`src/logic/mac_link_pkg.sv`:
```
// shared constants for the mac-side phy link block
package mac_link_pkg;
   // timing
   localparam int CLK_PERIOD_NS     = 20;
   localparam int MDC_MIN_PERIOD_NS = 400;
   localparam int MDC_HALF_CYCLES   = (MDC_MIN_PERIOD_NS / 2 + CLK_PERIOD_NS - 1) / CLK_PERIOD_NS;
   localparam int IFG_BYTES         = 12;
   localparam int JAM_BYTES         = 4;
   localparam int SLOT_BYTES_LOG2   = 6;
   // register offsets
   localparam logic [7:0] CTRL_OFF   = 8'h00;
   localparam logic [7:0] STATUS_OFF = 8'h08;
   localparam logic [7:0] MGMT_OFF   = 8'h20;
   // control fields
   localparam int CTRL_DPX_VAL_POS  = 0;
   localparam int CTRL_FRC_DPX      = 1;
   localparam int CTRL_LINKUP_POS   = 2;
   localparam int CTRL_AUTOSPD_POS  = 3;
   localparam int CTRL_FORCESPD_POS = 4;
   localparam int CTRL_SPEED_POS    = 5;
   localparam int CTRL_PHYRST_POS   = 7;
   localparam int CTRL_PMEN_POS     = 8;
   localparam int CTRL_PWR_POS      = 9;
   localparam logic [31:0] CTRL_RESET   = 32'h0000_0000;
   localparam logic [31:0] CTRL_WR_MASK = 32'h0000_07ff;
   // status fields
   localparam int STAT_DPX_POS    = 0;
   localparam int STAT_LINKUP_POS = 1;
   localparam int STAT_SPEED_POS  = 2;
   localparam int STAT_PHYRST_POS = 4;
   localparam int STAT_TXBUSY_POS = 5;
   localparam int STAT_LCHG_POS   = 6;
   // management access fields
   localparam int MGMT_REG_POS   = 16;
   localparam int MGMT_PHY_POS   = 21;
   localparam int MGMT_OP_POS    = 26;
   localparam int MGMT_READY_POS = 28;
   localparam logic [1:0] MGMT_OP_WRITE = 2'h1;
   localparam logic [1:0] MGMT_OP_READ  = 2'h2;
   localparam logic [1:0] MGMT_START    = 2'h1;
   localparam logic [31:0] MGMT_PREAMBLE = 32'hffff_ffff;
   localparam int MGMT_FRAME_BITS = 64;
   localparam int MGMT_TA_BIT     = 46;
   localparam int MGMT_DATA_BIT   = 48;
   // link values
   localparam logic [7:0] JAM_PATTERN = 8'h55;
   localparam logic [8:0] LFSR_SEED   = 9'h1a5;
   typedef enum logic [1:0] {
      SPEED_10   = 2'b00,
      SPEED_100  = 2'b01,
      SPEED_1000 = 2'b10
   } speed_t;
endpackage

```
`src/logic/mac_phy_link.sv`:
```
// mac side of the internal phy link: gmii/mii framing, sideband status, management access
// Behaviour
// - gmii byte path at 1000 Mb/s, mii nibble path at 10/100, chosen by speed
// - half duplex only at 10/100; 1000 Mb/s always runs full duplex
// - mac and phy must agree on speed and duplex settings
// - all mac configuration goes through the control registers
// - management path is one data line plus clock, driven from registers
// - phy register reads and writes start by writing the management access register
// - phy reset combines host bus reset and the software phy reset bit
// - link indication drives link-up flag, a change event, and speed reload
// - after link restore take phy duplex into full-duplex flag unless forced
// - unforced speed shows, in the status speed field, the phy speed indication latched at the last link-up with auto-detect clear
// - mac drives its power state to the phy, with power management enable as a separate output
// - duplex is either forced by software or taken from negotiation
// - in full duplex transmit and receive run independently
// - transmit enable rises at frame start and holds while data is driven
// - half duplex collision: stop within four link clocks, jam, back off, retry
// - link counts as up only once software sets the set-link-up bit
// - with auto-detect and force-speed clear, reload speed on each link-up event
//
// Our own choices: the address map and strobed register access.
`timescale 1ns/100ps
module mac_phy_link (
   // system
   input  wire logic        clk,
   input  wire logic        reset,
   input  wire logic        ce,
   // register port
   input  wire logic [7:0]  addr,
   input  wire logic [31:0] wdata,
   input  wire logic        wr_en,
   input  wire logic        rd_en,
   output logic [31:0]      rdata,
   // transmit stream
   input  wire logic        tx_valid,
   input  wire logic [7:0]  tx_data,
   input  wire logic        tx_last,
   output logic             tx_ready,
   output logic             tx_done,
   output logic             tx_retry,
   // receive stream
   output logic             rx_valid,
   output logic [7:0]       rx_data,
   output logic             rx_end,
   // gmii/mii link
   input  wire logic        link_tx_clk,
   input  wire logic        link_rx_clk,
   output logic [7:0]       link_txd,
   output logic             link_tx_en,
   input  wire logic [7:0]  link_rxd,
   input  wire logic        link_rx_dv,
   input  wire logic        link_col,
   input  wire logic        link_crs,
   // sideband
   input  wire logic        host_bus_reset_n,
   output logic             phy_reset,
   input  wire logic        phy_link_ind,
   input  wire logic        phy_full_duplex_ind,
   input  wire logic [1:0]  phy_speed_ind,
   output logic [1:0]       mac_power_state_ind,
   output logic             phy_pm_en,
   output logic             link_change,
   // management pins
   output logic             mdc,
   input  wire logic        mdio_i,
   output logic             mdio_o,
   output logic             mdio_oe_n
);
   typedef enum logic [2:0] {
      TX_IDLE    = 3'b000,
      TX_DEFER   = 3'b001,
      TX_DATA    = 3'b010,
      TX_IFG     = 3'b011,
      TX_JAM     = 3'b100,
      TX_BACKOFF = 3'b101
   } tx_state_t;

   localparam int SW = 18;

   logic [SW-1:0] sync1_reg;
   logic [SW-1:0] sync2_reg;
   logic          txc_d_reg;
   logic          rxc_d_reg;
   logic          tx_tick;
   logic          rx_tick;
   logic [7:0]    rxd_s;
   logic          rx_dv_s;
   logic          col_s;
   logic          crs_s;
   logic          host_rst_n_s;
   logic          link_s;
   logic          dpx_s;
   logic [1:0]    spd_s;

   logic [31:0]   ctrl_reg;
   logic          lchg_reg;
   logic          link_ok;
   logic          link_ok_d_reg;
   mac_link_pkg::speed_t speed_auto_reg;
   mac_link_pkg::speed_t speed_eff;
   logic          dpx_auto_reg;
   logic          full_dpx;
   logic          gmii;
   logic          phy_rst_active;

   tx_state_t     tx_state_reg;
   tx_state_t     tx_state_next;
   logic [15:0]   cnt_reg;
   logic          tx_nib_reg;
   logic [8:0]    lfsr_reg;
   logic [15:0]   ifg_ticks;
   logic [15:0]   jam_ticks;
   logic [15:0]   backoff_ticks;
   logic          half_col;
   logic          rx_nib_reg;
   logic          rx_act_reg;
   logic [3:0]    rx_lo_reg;

   logic          mg_start;
   logic [1:0]    mg_op_reg;
   logic [4:0]    mg_phy_reg;
   logic [4:0]    mg_regad_reg;
   logic          mg_busy;
   logic          mg_done;
   logic [15:0]   mg_rdata;
   logic          mg_ready_reg;

   // all pin-side levels except mdio share one two-stage synchroniser; the link clock is far slower
   // than clk, so data sampled at the detected clock edge has long settled
   always_ff @(posedge clk) begin
      if (reset) begin
         sync1_reg <= '0;
         sync2_reg <= '0;
         txc_d_reg <= 1'b0;
         rxc_d_reg <= 1'b0;
      end else if (ce) begin
         sync1_reg <= {link_tx_clk, link_rx_clk, link_rxd, link_rx_dv, link_col, link_crs,
                       host_bus_reset_n, phy_link_ind, phy_full_duplex_ind, phy_speed_ind};
         sync2_reg <= sync1_reg;
         txc_d_reg <= sync2_reg[17];
         rxc_d_reg <= sync2_reg[16];
      end
   end

   assign tx_tick      = sync2_reg[17] & ~txc_d_reg;
   assign rx_tick      = sync2_reg[16] & ~rxc_d_reg;
   assign rxd_s        = sync2_reg[15:8];
   assign rx_dv_s      = sync2_reg[7];
   assign col_s        = sync2_reg[6];
   assign crs_s        = sync2_reg[5];
   assign host_rst_n_s = sync2_reg[4];
   assign link_s       = sync2_reg[3];
   assign dpx_s        = sync2_reg[2];
   assign spd_s        = sync2_reg[1:0];

   // control register and sideband drive
   always_ff @(posedge clk) begin
      if (reset) begin
         ctrl_reg <= mac_link_pkg::CTRL_RESET;
      end else if (ce && wr_en && addr == mac_link_pkg::CTRL_OFF) begin
         ctrl_reg <= wdata & mac_link_pkg::CTRL_WR_MASK;
      end
   end

   always_ff @(posedge clk) begin
      if (reset) begin
         phy_reset           <= 1'b1;
         mac_power_state_ind <= 2'b00;
         phy_pm_en           <= 1'b0;
      end else if (ce) begin
         phy_reset           <= ~host_rst_n_s | ctrl_reg[mac_link_pkg::CTRL_PHYRST_POS];
         mac_power_state_ind <= ctrl_reg[mac_link_pkg::CTRL_PWR_POS +: 2];
         phy_pm_en           <= ctrl_reg[mac_link_pkg::CTRL_PMEN_POS];
      end
   end

   assign phy_rst_active = phy_reset;
   // the phy may force its link indication on; we take it as given
   assign link_ok = ctrl_reg[mac_link_pkg::CTRL_LINKUP_POS] & link_s & ~phy_rst_active;

   // link-up edge reloads duplex from the phy, and speed when auto-detect and force-speed are clear
   always_ff @(posedge clk) begin
      if (reset) begin
         link_ok_d_reg  <= 1'b0;
         speed_auto_reg <= mac_link_pkg::SPEED_10;
         dpx_auto_reg   <= 1'b0;
         link_change    <= 1'b0;
      end else if (ce) begin
         link_ok_d_reg <= link_ok;
         link_change   <= link_ok ^ link_ok_d_reg;
         if (link_ok && !link_ok_d_reg) begin
            dpx_auto_reg <= dpx_s;
            if (!ctrl_reg[mac_link_pkg::CTRL_AUTOSPD_POS] && !ctrl_reg[mac_link_pkg::CTRL_FORCESPD_POS])
               speed_auto_reg <= mac_link_pkg::speed_t'(spd_s);
         end
      end
   end

   // a change event sticks until software writes one to it; a new event wins over the clear
   always_ff @(posedge clk) begin
      if (reset) begin
         lchg_reg <= 1'b0;
      end else if (ce) begin
         if (link_ok ^ link_ok_d_reg)
            lchg_reg <= 1'b1;
         else if (wr_en && addr == mac_link_pkg::STATUS_OFF && wdata[mac_link_pkg::STAT_LCHG_POS])
            lchg_reg <= 1'b0;
      end
   end

   assign speed_eff = ctrl_reg[mac_link_pkg::CTRL_FORCESPD_POS] ?
                      mac_link_pkg::speed_t'(ctrl_reg[mac_link_pkg::CTRL_SPEED_POS +: 2]) :
                      speed_auto_reg;
   assign gmii      = (speed_eff == mac_link_pkg::SPEED_1000);
   assign full_dpx  = gmii | (ctrl_reg[mac_link_pkg::CTRL_FRC_DPX] ?
                      ctrl_reg[mac_link_pkg::CTRL_DPX_VAL_POS] : dpx_auto_reg);

   // transmit timing, in link clock ticks: one per byte on gmii, two on mii
   assign ifg_ticks     = gmii ? 16'(mac_link_pkg::IFG_BYTES) : 16'(2 * mac_link_pkg::IFG_BYTES);
   assign jam_ticks     = gmii ? 16'(mac_link_pkg::JAM_BYTES) : 16'(2 * mac_link_pkg::JAM_BYTES);
   assign backoff_ticks = 16'({lfsr_reg[2:0], {mac_link_pkg::SLOT_BYTES_LOG2{1'b0}}} << (gmii ? 0 : 1));
   assign half_col      = ~full_dpx & col_s;
   assign tx_ready      = ce & (tx_state_reg == TX_DATA) & tx_tick & tx_valid & ~half_col & (gmii | tx_nib_reg);

   always_comb begin
      tx_state_next = tx_state_reg;
      case (tx_state_reg)
         TX_IDLE: begin
            if (tx_valid && link_ok)
               tx_state_next = TX_DEFER;
         end
         TX_DEFER: begin
            if (tx_tick && !(~full_dpx & crs_s) && cnt_reg + 16'h1 >= ifg_ticks)
               tx_state_next = TX_DATA;
         end
         TX_DATA: begin
            if (half_col)
               tx_state_next = TX_JAM;
            else if (tx_tick && (!tx_valid || (tx_ready && tx_last)))
               tx_state_next = TX_IFG;
         end
         TX_IFG: begin
            if (tx_tick && cnt_reg + 16'h1 >= ifg_ticks)
               tx_state_next = TX_IDLE;
         end
         TX_JAM: begin
            if (tx_tick && cnt_reg + 16'h1 >= jam_ticks)
               tx_state_next = TX_BACKOFF;
         end
         TX_BACKOFF: begin
            if (tx_tick && cnt_reg == 16'h0)
               tx_state_next = TX_IDLE;
         end
         default: tx_state_next = TX_IDLE;
      endcase
   end

   always_ff @(posedge clk) begin
      if (reset)
         tx_state_reg <= TX_IDLE;
      else if (ce)
         tx_state_reg <= tx_state_next;
   end

   // tick counter shared by defer, gap, jam and back-off
   always_ff @(posedge clk) begin
      if (reset) begin
         cnt_reg <= 16'h0;
      end else if (ce) begin
         if (tx_state_next != tx_state_reg)
            cnt_reg <= (tx_state_next == TX_BACKOFF) ? backoff_ticks : 16'h0;
         else if (tx_tick && tx_state_reg == TX_BACKOFF)
            cnt_reg <= cnt_reg - 16'h1;
         else if (tx_tick && tx_state_reg == TX_DEFER && ~full_dpx && crs_s)
            cnt_reg <= 16'h0;
         else if (tx_tick)
            cnt_reg <= cnt_reg + 16'h1;
      end
   end

   always_ff @(posedge clk) begin
      if (reset)
         lfsr_reg <= mac_link_pkg::LFSR_SEED;
      else if (ce)
         lfsr_reg <= {lfsr_reg[7:0], lfsr_reg[8] ^ lfsr_reg[4]};
   end

   // link-side outputs change only on a link clock tick
   always_ff @(posedge clk) begin
      if (reset) begin
         link_tx_en <= 1'b0;
         link_txd   <= 8'h00;
         tx_nib_reg <= 1'b0;
      end else if (ce && tx_tick) begin
         if (tx_state_reg == TX_DATA && tx_valid && !half_col) begin
            link_tx_en <= 1'b1;
            tx_nib_reg <= ~gmii & ~tx_nib_reg;
            link_txd   <= gmii ? tx_data : (tx_nib_reg ? {4'h0, tx_data[7:4]} : {4'h0, tx_data[3:0]});
         end else if (tx_state_reg == TX_JAM) begin
            link_tx_en <= 1'b1;
            link_txd   <= gmii ? mac_link_pkg::JAM_PATTERN : {4'h0, mac_link_pkg::JAM_PATTERN[3:0]};
         end else begin
            link_tx_en <= 1'b0;
            link_txd   <= 8'h00;
            tx_nib_reg <= 1'b0;
         end
      end
   end

   always_ff @(posedge clk) begin
      if (reset) begin
         tx_done  <= 1'b0;
         tx_retry <= 1'b0;
      end else if (ce) begin
         tx_done  <= tx_ready & tx_last;
         tx_retry <= (tx_state_reg == TX_BACKOFF) & (tx_state_next == TX_IDLE);
      end
   end

   // receive runs on its own clock ticks, untouched by the transmit state
   always_ff @(posedge clk) begin
      if (reset) begin
         rx_valid   <= 1'b0;
         rx_end     <= 1'b0;
         rx_data    <= 8'h00;
         rx_nib_reg <= 1'b0;
         rx_act_reg <= 1'b0;
         rx_lo_reg  <= 4'h0;
      end else if (ce) begin
         rx_valid <= 1'b0;
         rx_end   <= 1'b0;
         if (rx_tick) begin
            if (rx_dv_s) begin
               rx_act_reg <= 1'b1;
               if (gmii) begin
                  rx_data  <= rxd_s;
                  rx_valid <= 1'b1;
               end else if (rx_nib_reg) begin
                  rx_data    <= {rxd_s[3:0], rx_lo_reg};
                  rx_valid   <= 1'b1;
                  rx_nib_reg <= 1'b0;
               end else begin
                  rx_lo_reg  <= rxd_s[3:0];
                  rx_nib_reg <= 1'b1;
               end
            end else begin
               rx_end     <= rx_act_reg;
               rx_act_reg <= 1'b0;
               rx_nib_reg <= 1'b0;
            end
         end
      end
   end

   // management access register
   assign mg_start = ce & wr_en & (addr == mac_link_pkg::MGMT_OFF) & ~mg_busy;

   always_ff @(posedge clk) begin
      if (reset) begin
         mg_op_reg    <= 2'b00;
         mg_phy_reg   <= 5'h00;
         mg_regad_reg <= 5'h00;
         mg_ready_reg <= 1'b0;
      end else if (ce) begin
         if (mg_start) begin
            mg_op_reg    <= wdata[mac_link_pkg::MGMT_OP_POS +: 2];
            mg_phy_reg   <= wdata[mac_link_pkg::MGMT_PHY_POS +: 5];
            mg_regad_reg <= wdata[mac_link_pkg::MGMT_REG_POS +: 5];
            mg_ready_reg <= 1'b0;
         end else if (mg_done) begin
            mg_ready_reg <= 1'b1;
         end
      end
   end

   mgmt_serial_engine u_mgmt (
      .clk       (clk),
      .reset     (reset),
      .ce        (ce),
      .start     (mg_start),
      .op        (wdata[mac_link_pkg::MGMT_OP_POS +: 2]),
      .phy_addr  (wdata[mac_link_pkg::MGMT_PHY_POS +: 5]),
      .reg_addr  (wdata[mac_link_pkg::MGMT_REG_POS +: 5]),
      .wdata     (wdata[15:0]),
      .busy      (mg_busy),
      .done      (mg_done),
      .rdata     (mg_rdata),
      .mdc       (mdc),
      .mdio_i    (mdio_i),
      .mdio_o    (mdio_o),
      .mdio_oe_n (mdio_oe_n)
   );

   // register read port: data in the cycle after the strobe, unmapped reads as zero
   always_ff @(posedge clk) begin
      if (reset) begin
         rdata <= 32'h0;
      end else if (ce) begin
         rdata <= 32'h0;
         if (rd_en) begin
            case (addr)
               mac_link_pkg::CTRL_OFF: rdata <= ctrl_reg;
               mac_link_pkg::STATUS_OFF: begin
                  rdata[mac_link_pkg::STAT_DPX_POS]        <= full_dpx;
                  rdata[mac_link_pkg::STAT_LINKUP_POS]     <= link_ok;
                  rdata[mac_link_pkg::STAT_SPEED_POS +: 2] <= speed_eff;
                  rdata[mac_link_pkg::STAT_PHYRST_POS]     <= phy_rst_active;
                  rdata[mac_link_pkg::STAT_TXBUSY_POS]     <= (tx_state_reg != TX_IDLE);
                  rdata[mac_link_pkg::STAT_LCHG_POS]       <= lchg_reg;
               end
               mac_link_pkg::MGMT_OFF: begin
                  rdata[15:0]                              <= mg_rdata;
                  rdata[mac_link_pkg::MGMT_REG_POS +: 5]   <= mg_regad_reg;
                  rdata[mac_link_pkg::MGMT_PHY_POS +: 5]   <= mg_phy_reg;
                  rdata[mac_link_pkg::MGMT_OP_POS +: 2]    <= mg_op_reg;
                  rdata[mac_link_pkg::MGMT_READY_POS]      <= mg_ready_reg;
               end
               default: rdata <= 32'h0;
            endcase
         end
      end
   end
endmodule

```
`src/logic/mgmt_serial_engine.sv`:
```
// serial management frame engine: clock divider, frame shifter, read capture
`timescale 1ns/100ps
module mgmt_serial_engine (
   // system
   input  wire logic        clk,
   input  wire logic        reset,
   input  wire logic        ce,
   // request
   input  wire logic        start,
   input  wire logic [1:0]  op,
   input  wire logic [4:0]  phy_addr,
   input  wire logic [4:0]  reg_addr,
   input  wire logic [15:0] wdata,
   output logic             busy,
   output logic             done,
   output logic [15:0]      rdata,
   // management pins
   output logic             mdc,
   input  wire logic        mdio_i,
   output logic             mdio_o,
   output logic             mdio_oe_n
);
   logic [63:0] shift_reg;
   logic [6:0]  bit_reg;
   logic [7:0]  div_reg;
   logic        rd_reg;
   logic        mdio_s1;
   logic        mdio_s2;
   logic        half_end;

   assign half_end  = (div_reg == 8'(mac_link_pkg::MDC_HALF_CYCLES - 1));
   assign mdio_o    = shift_reg[63];
   // release the line from turnaround onward in a read
   assign mdio_oe_n = ~(busy && (!rd_reg || bit_reg < 7'(mac_link_pkg::MGMT_TA_BIT)));

   always_ff @(posedge clk) begin
      if (reset) begin
         mdio_s1 <= 1'b1;
         mdio_s2 <= 1'b1;
      end else if (ce) begin
         mdio_s1 <= mdio_i;
         mdio_s2 <= mdio_s1;
      end
   end

   always_ff @(posedge clk) begin
      if (reset) begin
         busy      <= 1'b0;
         done      <= 1'b0;
         mdc       <= 1'b0;
         div_reg   <= 8'h00;
         bit_reg   <= 7'h00;
         rd_reg    <= 1'b0;
         shift_reg <= 64'h0;
         rdata     <= 16'h0000;
      end else if (ce) begin
         done <= 1'b0;
         if (!busy) begin
            if (start) begin
               busy      <= 1'b1;
               mdc       <= 1'b0;
               div_reg   <= 8'h00;
               bit_reg   <= 7'h00;
               rd_reg    <= (op == mac_link_pkg::MGMT_OP_READ);
               shift_reg <= {mac_link_pkg::MGMT_PREAMBLE, mac_link_pkg::MGMT_START, op, phy_addr, reg_addr,
                             (op == mac_link_pkg::MGMT_OP_READ) ? 2'h3 : 2'h2, wdata};
            end
         end else if (half_end) begin
            div_reg <= 8'h00;
            mdc     <= ~mdc;
            if (!mdc) begin
               // the phy samples on the rising edge, so read data is taken there too
               if (rd_reg && bit_reg >= 7'(mac_link_pkg::MGMT_DATA_BIT))
                  rdata <= {rdata[14:0], mdio_s2};
            end else begin
               shift_reg <= {shift_reg[62:0], 1'b1};
               bit_reg   <= bit_reg + 7'h01;
               if (bit_reg == 7'(mac_link_pkg::MGMT_FRAME_BITS - 1)) begin
                  busy <= 1'b0;
                  done <= 1'b1;
               end
            end
         end else begin
            div_reg <= div_reg + 8'h01;
         end
      end
   end
endmodule

```
`config.mk`:
```
export PLATFORM = sky130hd
export DESIGN_NAME = mac_phy_link
export DESIGN_NICKNAME = d
export VERILOG_FILES = /design/src/logic/mac_link_pkg.sv /design/src/logic/mac_phy_link.sv /design/src/logic/mgmt_serial_engine.sv
export SDC_FILE = /design/constraint.sdc
export NUM_CORES = 1
export LEC_CHECK = 0
export BUFFER_PORTS_ARGS = -buffer_cell sky130_fd_sc_hd__clkbuf_2
export CORE_ASPECT_RATIO = 0.9
export CORE_MARGIN = 2
export CORE_UTILIZATION = 52
export DETAILED_ROUTE_END_ITERATION = 7
export MAX_ROUTING_LAYER = met4
export PLACE_DENSITY = 0.79
export SETUP_SLACK_MARGIN = 0.2
export SYNTH_ARGS = -nofsm -noshare
export SYNTH_HDL_FRONTEND = slang
export SYNTH_HIERARCHICAL = 1
export SYNTH_SLANG_ARGS = --single-unit
```
`constraint.sdc`:
```
create_clock -name clk -period 5.67 [get_ports clk]
set_input_delay 0.8505 -clock clk [delete_from_list [all_inputs] [get_ports clk]]
set_output_delay 0.8505 -clock clk [all_outputs]
set_load 0.005 [all_outputs]
```
==> impl_metrics.csv, run 1 <==
group,metric,value,unit
synthesis,synth_top_area_frac,0.4541,
clock_tree,clk_latency,540,ps
cells_and_area,largest_register_ffs,64,
status,violations,"design-rule violations",
route,drt_iter0_markers,828,
global_routing,grt_pass1_wl,44630,um
die,die_w,159.9,um
route,drc,1,
timing,period_minus_slack,3565,ps
synthesis,synth_simple_gate_area_frac,0.1877,
synthesis,synthMuxAreaShare,0.09988,
route,antenna_left,0,
setup_path,path_class,"input port to register",
global_routing,groute.usage.overall,0.2396,
timing,skew,9.299,ps
clock_tree,root_buffer,"clkbuf_16",
route,vias_per_cell,5.976,
setup_path,max_stage_delay,670,ps
placed_design,dpl.hpwl,18530,um
synthesis,synth_area,11370,um2
placed_design,place_congestion,0.9123,
cells_and_area,fin_area,13050,um2
pwr,p_leak,5.105,nW
die,dieArea,23080,um2
clock_tree,cts_tree,"built",
clock_tree,postCtsSetupBuffers,0,
cells_and_area,final_nets,1396,
setup_path,crit_fanout,33,
timing,setup_viol,0,
clock_tree,postCtsHoldBufs,0,
setup_path,arrival,3950,ps
clock_tree,clock-sinks,258,
global_routing,overflow,0,
setup_path,reg2reg_from,"ctrl_reg[4]$_SDFFE_PP0P_",
timing,worst_slew_pin_slew,1085,ps
die,io_pins,136,
status,status,"finished with violations",
die,core_area,21570,um2
synthesis,yosysTopAreaCell,"dfxtp_1",
synthesis,synth_edf_count,0,
route,routedWlPerCell,17.24,um
synthesis,syn_area_per_cell,9.144,um2
synthesis,yosys-top-cells-area,"dfxtp_1 (45%), mux2i_1 (9.6%), nor2_1 (6.1%)",
setup_path,endpoint_kind,"register",
die,initial_utilization,0.5274,
cells_and_area,syn2layout_area_growth,14.75,%
cells_and_area,diodes,0,
hold_path,hp-class,"register to register",
cells_and_area,drive_above_1_share,0.1908,
run,cap_viol_max_count,0,
synthesis,synth_cell_types,77,
synthesis,ys_seq_elements,258,
timing,layout_setup_ws,2105,ps
route,firstDrtPassIters,8,
synthesis,yosysMostFrequentCell,"dfxtp_1",
clock_tree,h-tree-depth,1,
synthesis,synth_compound_area_frac,0.1926,
pwr,power_density,300.0,nW/um2
timing,max_clock_freq,280.5,MHz
clock_tree,numCtsBuffers,26,
timing,slew_viol_final,0,
timing,slew_headroom,0.2742,
synthesis,synth_xor_area_frac,0.01155,
timing,finalSetupTns,0,ps
synthesis,ys_warn_count,6,
setup_path,cp_cell_sequence,"clkbuf_2 -> or4_1 -> nor4_1 -> nand2_1 -> nor3_2 -> buf_4 -> o21ai_1 -> nor2_4 -> buf_4 -> o221ai_1",
clock_tree,cts_resized,0,
cells_and_area,fillCellCount,1895,
pwr,power,3.916,mW
synthesis,yosysSeqAreaShare,0.4541,
synthesis,synth_fa_ha_area_frac,0.01100,
placed_design,place_ws,1627,ps
clock_tree,clk_pin_slew,60,ps
global_routing,grt_pass1_vias,8666,
synthesis,ys_async_sr_fraction,0,
setup_path,crit_top_cell,"buf_4",
synthesis,synth_top_family_by_area,"compound AO/OA/AOI/OAI gates",
synthesis,synthFlopType,"dfxtp_1",
setup_path,slowest_stage,"nor2_4",
hold_path,hp-start,"link_txd[5]$_SDFFE_PP0P_",
setup_path,crit_required,6060,ps
placed_design,placed_area,12080,um2
global_routing,antenna_found_initial,0,
synthesis,yosys-top-cells-count,"dfxtp_1 (258), nor2_1 (184), nand2_1 (121), mux2i_1 (109), clkbuf_1 (85)",
timing,hold_viol_final,0,
timing,grt_setup_unrepaired,"false",
die,rows,51,
route,num_vias,9693,
route,wirelength,27970,um
setup_path,crit_start,"addr[2]",
synthesis,syn_inst,1244,
timing,fin_crit_sh,0.6287,
die,die_h,144.3,um
placed_design,port_buffers,128,
pwr,ir_drop,0.2497,mV
global_routing,grt_max_degree,104,
clock_tree,cts_buffer_depth,3,
setup_path,cp-start-kind,"input port",
==> kinds of logic (layout without fill, tap and decap cells) <==
kind of cell / count (synthesis) / in the layout
DFF: 258 / 258
muxes: 113 / 113
buffers and inverters: 119 / 204
and+or+nand+nor: 454 / 454
xor gates and xnor gates: 15 / 15
AOI/OAI and AO/OA: 274 / 274
adders and majority gates: 10 / 10
other: 1 / 3
==> metal layers <==
| layer | global-route usage | vias up | part of all wire |
|---|---|---|---|
| met5 | - | - | 0 |
| met4 | 0.06733 | 0 | 0.020 |
| met3 | 0.04703 | 42 | 0.087 |
| met2 | 0.3557 | 372 | 0.44 |
| met1 | 0.3339 | 4619 | 0.46 |
| li1 | - | 4660 | - |
==> worst max-delay path, delay by kind of cell <==
kind | cells | cell delay, ps
and+or+nand+nor | 5 | 1870
buffers and inverters | 3 | 780
AOI/OAI and AO/OA | 2 | 430
==> report_power, final <==
| part | leakage (nW) | internal, mW | switching [mW] |
|---|---|---|---|
| Clock | 0.474 | 1.17 | 0.740 |
| Combinational | 2.54 | 0.0609 | 0.0987 |
| Sequential | 2.09 | 1.83 | 0.0171 |
==> cell type report <==
cell class / instances / area, um2 / area share
sequential: 258 / 5165 / 0.3957
timing repair buffer: 141 / 747.0 / 0.05723
clock inverter: 15 / 269.0 / 0.02061
clock buffer: 32 / 703.2 / 0.05387
multi-input combinational: 869 / 5744 / 0.4401
inverter: 16 / 60.06 / 0.004601
tap: 291 / 364.1 / 0.02789
==> path summary, 6_finish.rpt <==
check                                                         end  slack [ps]  cells after the start
worst max-delay path            u_mgmt/shift_reg[21]$_SDFFE_PP0P_        2110                     10
worst min-delay path                     link_txd[5]$_SDFFE_PP0P_         450                      2
worst max register to register            cnt_reg[6]$_SDFFE_PP0P_        2310                     11
worst min register to register           link_txd[5]$_SDFFE_PP0P_         450                      2
==> through the flow <==
| stage | utilization | instances | hold WS, ps |
|---|---|---|---|
| after floorplan | - | 1246 | 431.4 |
| after global placement | 0.5601 | 1575 | 438.9 |
| after detailed placement | 0.5601 | 1575 | 445.4 |
| after CTS | 0.6052 | 1622 | 452.9 |
| after global routing | 0.6052 | 1622 | 487.4 |
| final | 0.6052 | 1622 | 450.2 |
==> layout by cell type (no fill, tap or decap), types with 21 or more instances in the layout <==
| cell type | count |
|---|---|
| a21oi_1 | 37 |
| a22oi_1 | 30 |
| clkbuf_16 | 26 |
| clkbuf_2 | 126 |
| dfxtp_1 | 258 |
| mux2i_1 | 109 |
| nand2_1 | 121 |
| nand3_1 | 21 |
| nor2_1 | 182 |
| nor3_1 | 24 |
| o21ai_0 | 33 |
| o221a_2 | 36 |
| o221ai_1 | 25 |
Note: power is estimated with default switching activity, not from simulation.
==> inputs of run 2 (changes only) <==
--- a/config.mk
+++ b/config.mk
@@ -5,6 +5,7 @@
 export SDC_FILE = /design/constraint.sdc
 export NUM_CORES = 1
 export LEC_CHECK = 0
+export ABC_AREA = 1
 export BUFFER_PORTS_ARGS = -buffer_cell sky130_fd_sc_hd__clkbuf_2
 export CORE_ASPECT_RATIO = 0.9
 export CORE_MARGIN = 2
==> constraint.sdc (replaced) <==
create_clock -name clk -period 3.3 [get_ports clk]
set_input_delay 0.495 -clock clk [delete_from_list [all_inputs] [get_ports clk]]
set_output_delay 0.495 -clock clk [all_outputs]
set_load 0.005 [all_outputs]
==> run 2 against run 1 <==
The run now ends clean. Final cell count rose by 31%. Die area rose by 3.6%. Global-route usage rose by 0.72 points. Combinational power rose to 3.3 times the previous value. Via count rose by 15%. Utilization barely moved.
==> impl_metrics.csv, run 2 <==
group,metric,value,unit
global_routing,grt_pass1_vias,10020,
timing,grt_setup_unrepaired,"false",
global_routing,groute.usage.overall,0.2468,
placed_design,dpl.hpwl,19800,um
global_routing,grt_pass1_wl,48090,um
run,cap_viol_max_count,0,
placed_design,place_congestion,0.8964,
timing,fin_crit_sh,0.8790,
synthesis,ys_seq_elements,258,
synthesis,synth_fa_ha_area_frac,0.01061,
route,wirelength,29290,um
route,wl_met1,13050,um
synthesis,yosysTopAreaCell,"dfxtp_1",
timing,hold_viol_final,0,
setup_path,crit_fanout,10,
clock_tree,clk_latency,540,ps
cells_and_area,largest_register_ffs,64,
die,core_area,22380,um2
hold_path,hp-class,"input port to register",
synthesis,syn_inst,1702,
setup_path,path_class,"register to register",
timing,slew_headroom,0.3714,
setup_path,cp-start-kind,"register",
pwr,power,6.809,mW
timing,slew_viol_final,0,
route,met3_length,1668,um
synthesis,synth_edf_count,0,
synthesis,synthMuxAreaShare,0.02398,
die,dieArea,23900,um2
pwr,p_leak,5.872,nW
timing,period_minus_slack,2901,ps
synthesis,synth_xor_area_frac,0.006684,
timing,worst_slew_pin_slew,939.4,ps
timing,max_clock_freq,344.7,MHz
synthesis,ys_async_sr_fraction,0,
pwr,power_density,503.0,nW/um2
die,io_pins,136,
synthesis,yosys-top-cells-count,"nand2_1 (376), nor2_1 (333), dfxtp_1 (258), o21ai_0 (143), inv_1 (125)",
route,antenna_left,0,
clock_tree,clk_pin_slew,60,ps
synthesis,synthFlopType,"dfxtp_1",
setup_path,arrival,3360,ps
clock_tree,numCtsBuffers,27,
global_routing,antenna_found_initial,0,
route,num_vias,11171,
cells_and_area,final_nets,1885,
route,top_layer,"met4",
cells_and_area,layout_commonest_cell,"nand2_1",
synthesis,synth_compound_area_frac,0.1296,
synthesis,syn_area_per_cell,6.929,um2
clock_tree,clock-sinks,258,
cells_and_area,stdcell_count,2117,
synthesis,yosysMostFrequentCell,"nand2_1",
placed_design,placed_area,12550,um2
setup_path,endpoint_kind,"register",
cells_and_area,fin_area,13540,um2
synthesis,ys_warn_count,6,
clock_tree,h-tree-depth,1,
timing,layout_setup_ws,399.2,ps
route,vias_per_cell,5.277,
die,die_w,162.7,um
synthesis,synth_area,11790,um2
die,die_h,146.9,um
cells_and_area,syn2layout_area_growth,14.78,%
synthesis,synth_cell_types,46,
timing,finalSetupTns,0,ps
setup_path,crit_required,3760,ps
status,status,"complete, no violations",
placed_design,place_ws,310.9,ps
clock_tree,root_buffer,"clkbuf_16",
route,drc,0,
cells_and_area,drive_above_1_share,0.1324,
route,drt_iter0_markers,904,
cells_and_area,diodes,0,
synthesis,synth_simple_gate_area_frac,0.3111,
route,wl_met2,13760,um
synthesis,synth_top_family_by_area,"simple AND/OR/NAND/NOR gates",
pwr,ir_drop,0.4819,mV
synthesis,yosys-top-cells-area,"dfxtp_1 (44%), nand2_1 (12%), nor2_1 (11%)",
synthesis,yosysSeqAreaShare,0.4379,
timing,skew,16.53,ps
route,routedWlPerCell,13.84,um
global_routing,overflow,0,
die,initial_utilization,0.5269,
synthesis,synth_top_area_frac,0.4379,
placed_design,port_buffers,128,
global_routing,grt_max_degree,96,
timing,setup_viol,0,
timing,timing.hold.ws,183.3,ps
clock_tree,cts_buffer_depth,3,
cells_and_area,layout_common_cells,"nand2_1 (375), nor2_1 (333), dfxtp_1 (255)",
cells_and_area,final_core_util,0.6048,
route,firstDrtPassIters,6,
die,rows,52,
clock_tree,cts_tree,"built",
placed_design,dp.cells,2061,
run 2: cell types whose count changed after synthesis, sizes merged, moves of 31 or more:
| cell | before | now |
|---|---|---|
| mux2i | 109 | 26 |
| a21oi | 37 | 111 |
| o221a | 36 | 0 |
| a22oi | 31 | 0 |
| clkbuf | 85 | 51 |
| o21ai | 36 | 145 |
| inv | 15 | 131 |
| nand3 | 21 | 115 |
| nor2 | 185 | 339 |
| nand2 | 121 | 387 |
run 2: cells by family (layout without fill, tap and decap cells):
family | Yosys count | in the layout
simple gates | 886 | 886
compound gates | 288 | 288
mux | 28 | 28
flops | 258 | 258
buf+inv | 222 | 338
fa+ha+maj | 10 | 10
other cells | 1 | 3
xor+xnor | 9 | 9
run 2: report_power, final:
group / internal, mW / switching (mW)
Clock: 1.83 / 1.23
Combinational: 0.191 / 0.343
Sequential: 3.18 / 0.0471
Total: 5.19 / 1.62
run 2: final cells by class:
type / count / area [um2]
clock buffer: 36 / 749.5
clock inverter: 12 / 145.1
fill: 2059 / 8845
inverter: 133 / 510.5
multi-input combinational: 1224 / 5705
sequential: 258 / 5171
tap: 297 / 371.6
timing repair buffer: 157 / 883.3
run 2: what timing repair did:
| item | in CTS | in global routing |
|---|---|---|
| buffers inserted | 0 | 8 |
| resized for setup | 0 | 8 |
| hold buffers | 0 | 0 |
| endpoints found under the setup margin | 0 | 16 |
run 2: worst paths after layout:
check                                     from                                 to  slack, ps  cells after the start
min reg2reg  u_mgmt/shift_reg[30]$_SDFFE_PP0P_  u_mgmt/shift_reg[31]$_SDFFE_PP0P_        450                      2
min                                link_rxd[3]         sync1_reg[11]$_SDFFE_PP0P_        180                      3
max                    cnt_reg[0]$_SDFFE_PP0P_            cnt_reg[1]$_SDFFE_PP0P_        400                     23
max reg2reg            cnt_reg[0]$_SDFFE_PP0P_            cnt_reg[1]$_SDFFE_PP0P_        400                     23
run 2: critical path: stages (launching register included):
cell and delay, ps:
dfxtp_4 380, ha_2 210, nand2_1 80, inv_1 60, nor2_1 110, inv_1 80, ha_1 270, nand2_1 60
nand2_1 60, a21oi_1 120, nand2_1 60, nor2_1 80, nand2_1 50, nor2_1 80, nand2_1 80, a21oi_2 140
nand4_2 120, nand2_4 130, nand2_8 100, nand2_8 120, buf_12 110, buf_4 110, nand3_1 60, a21oi_1 140
run 2: routing by layer:
metal,vias up,global-route usage
met4,0,0.07301
met2,322,0.3987
li1,5699,-
met5,-,-
met3,60,0.03247
met1,5090,0.3243
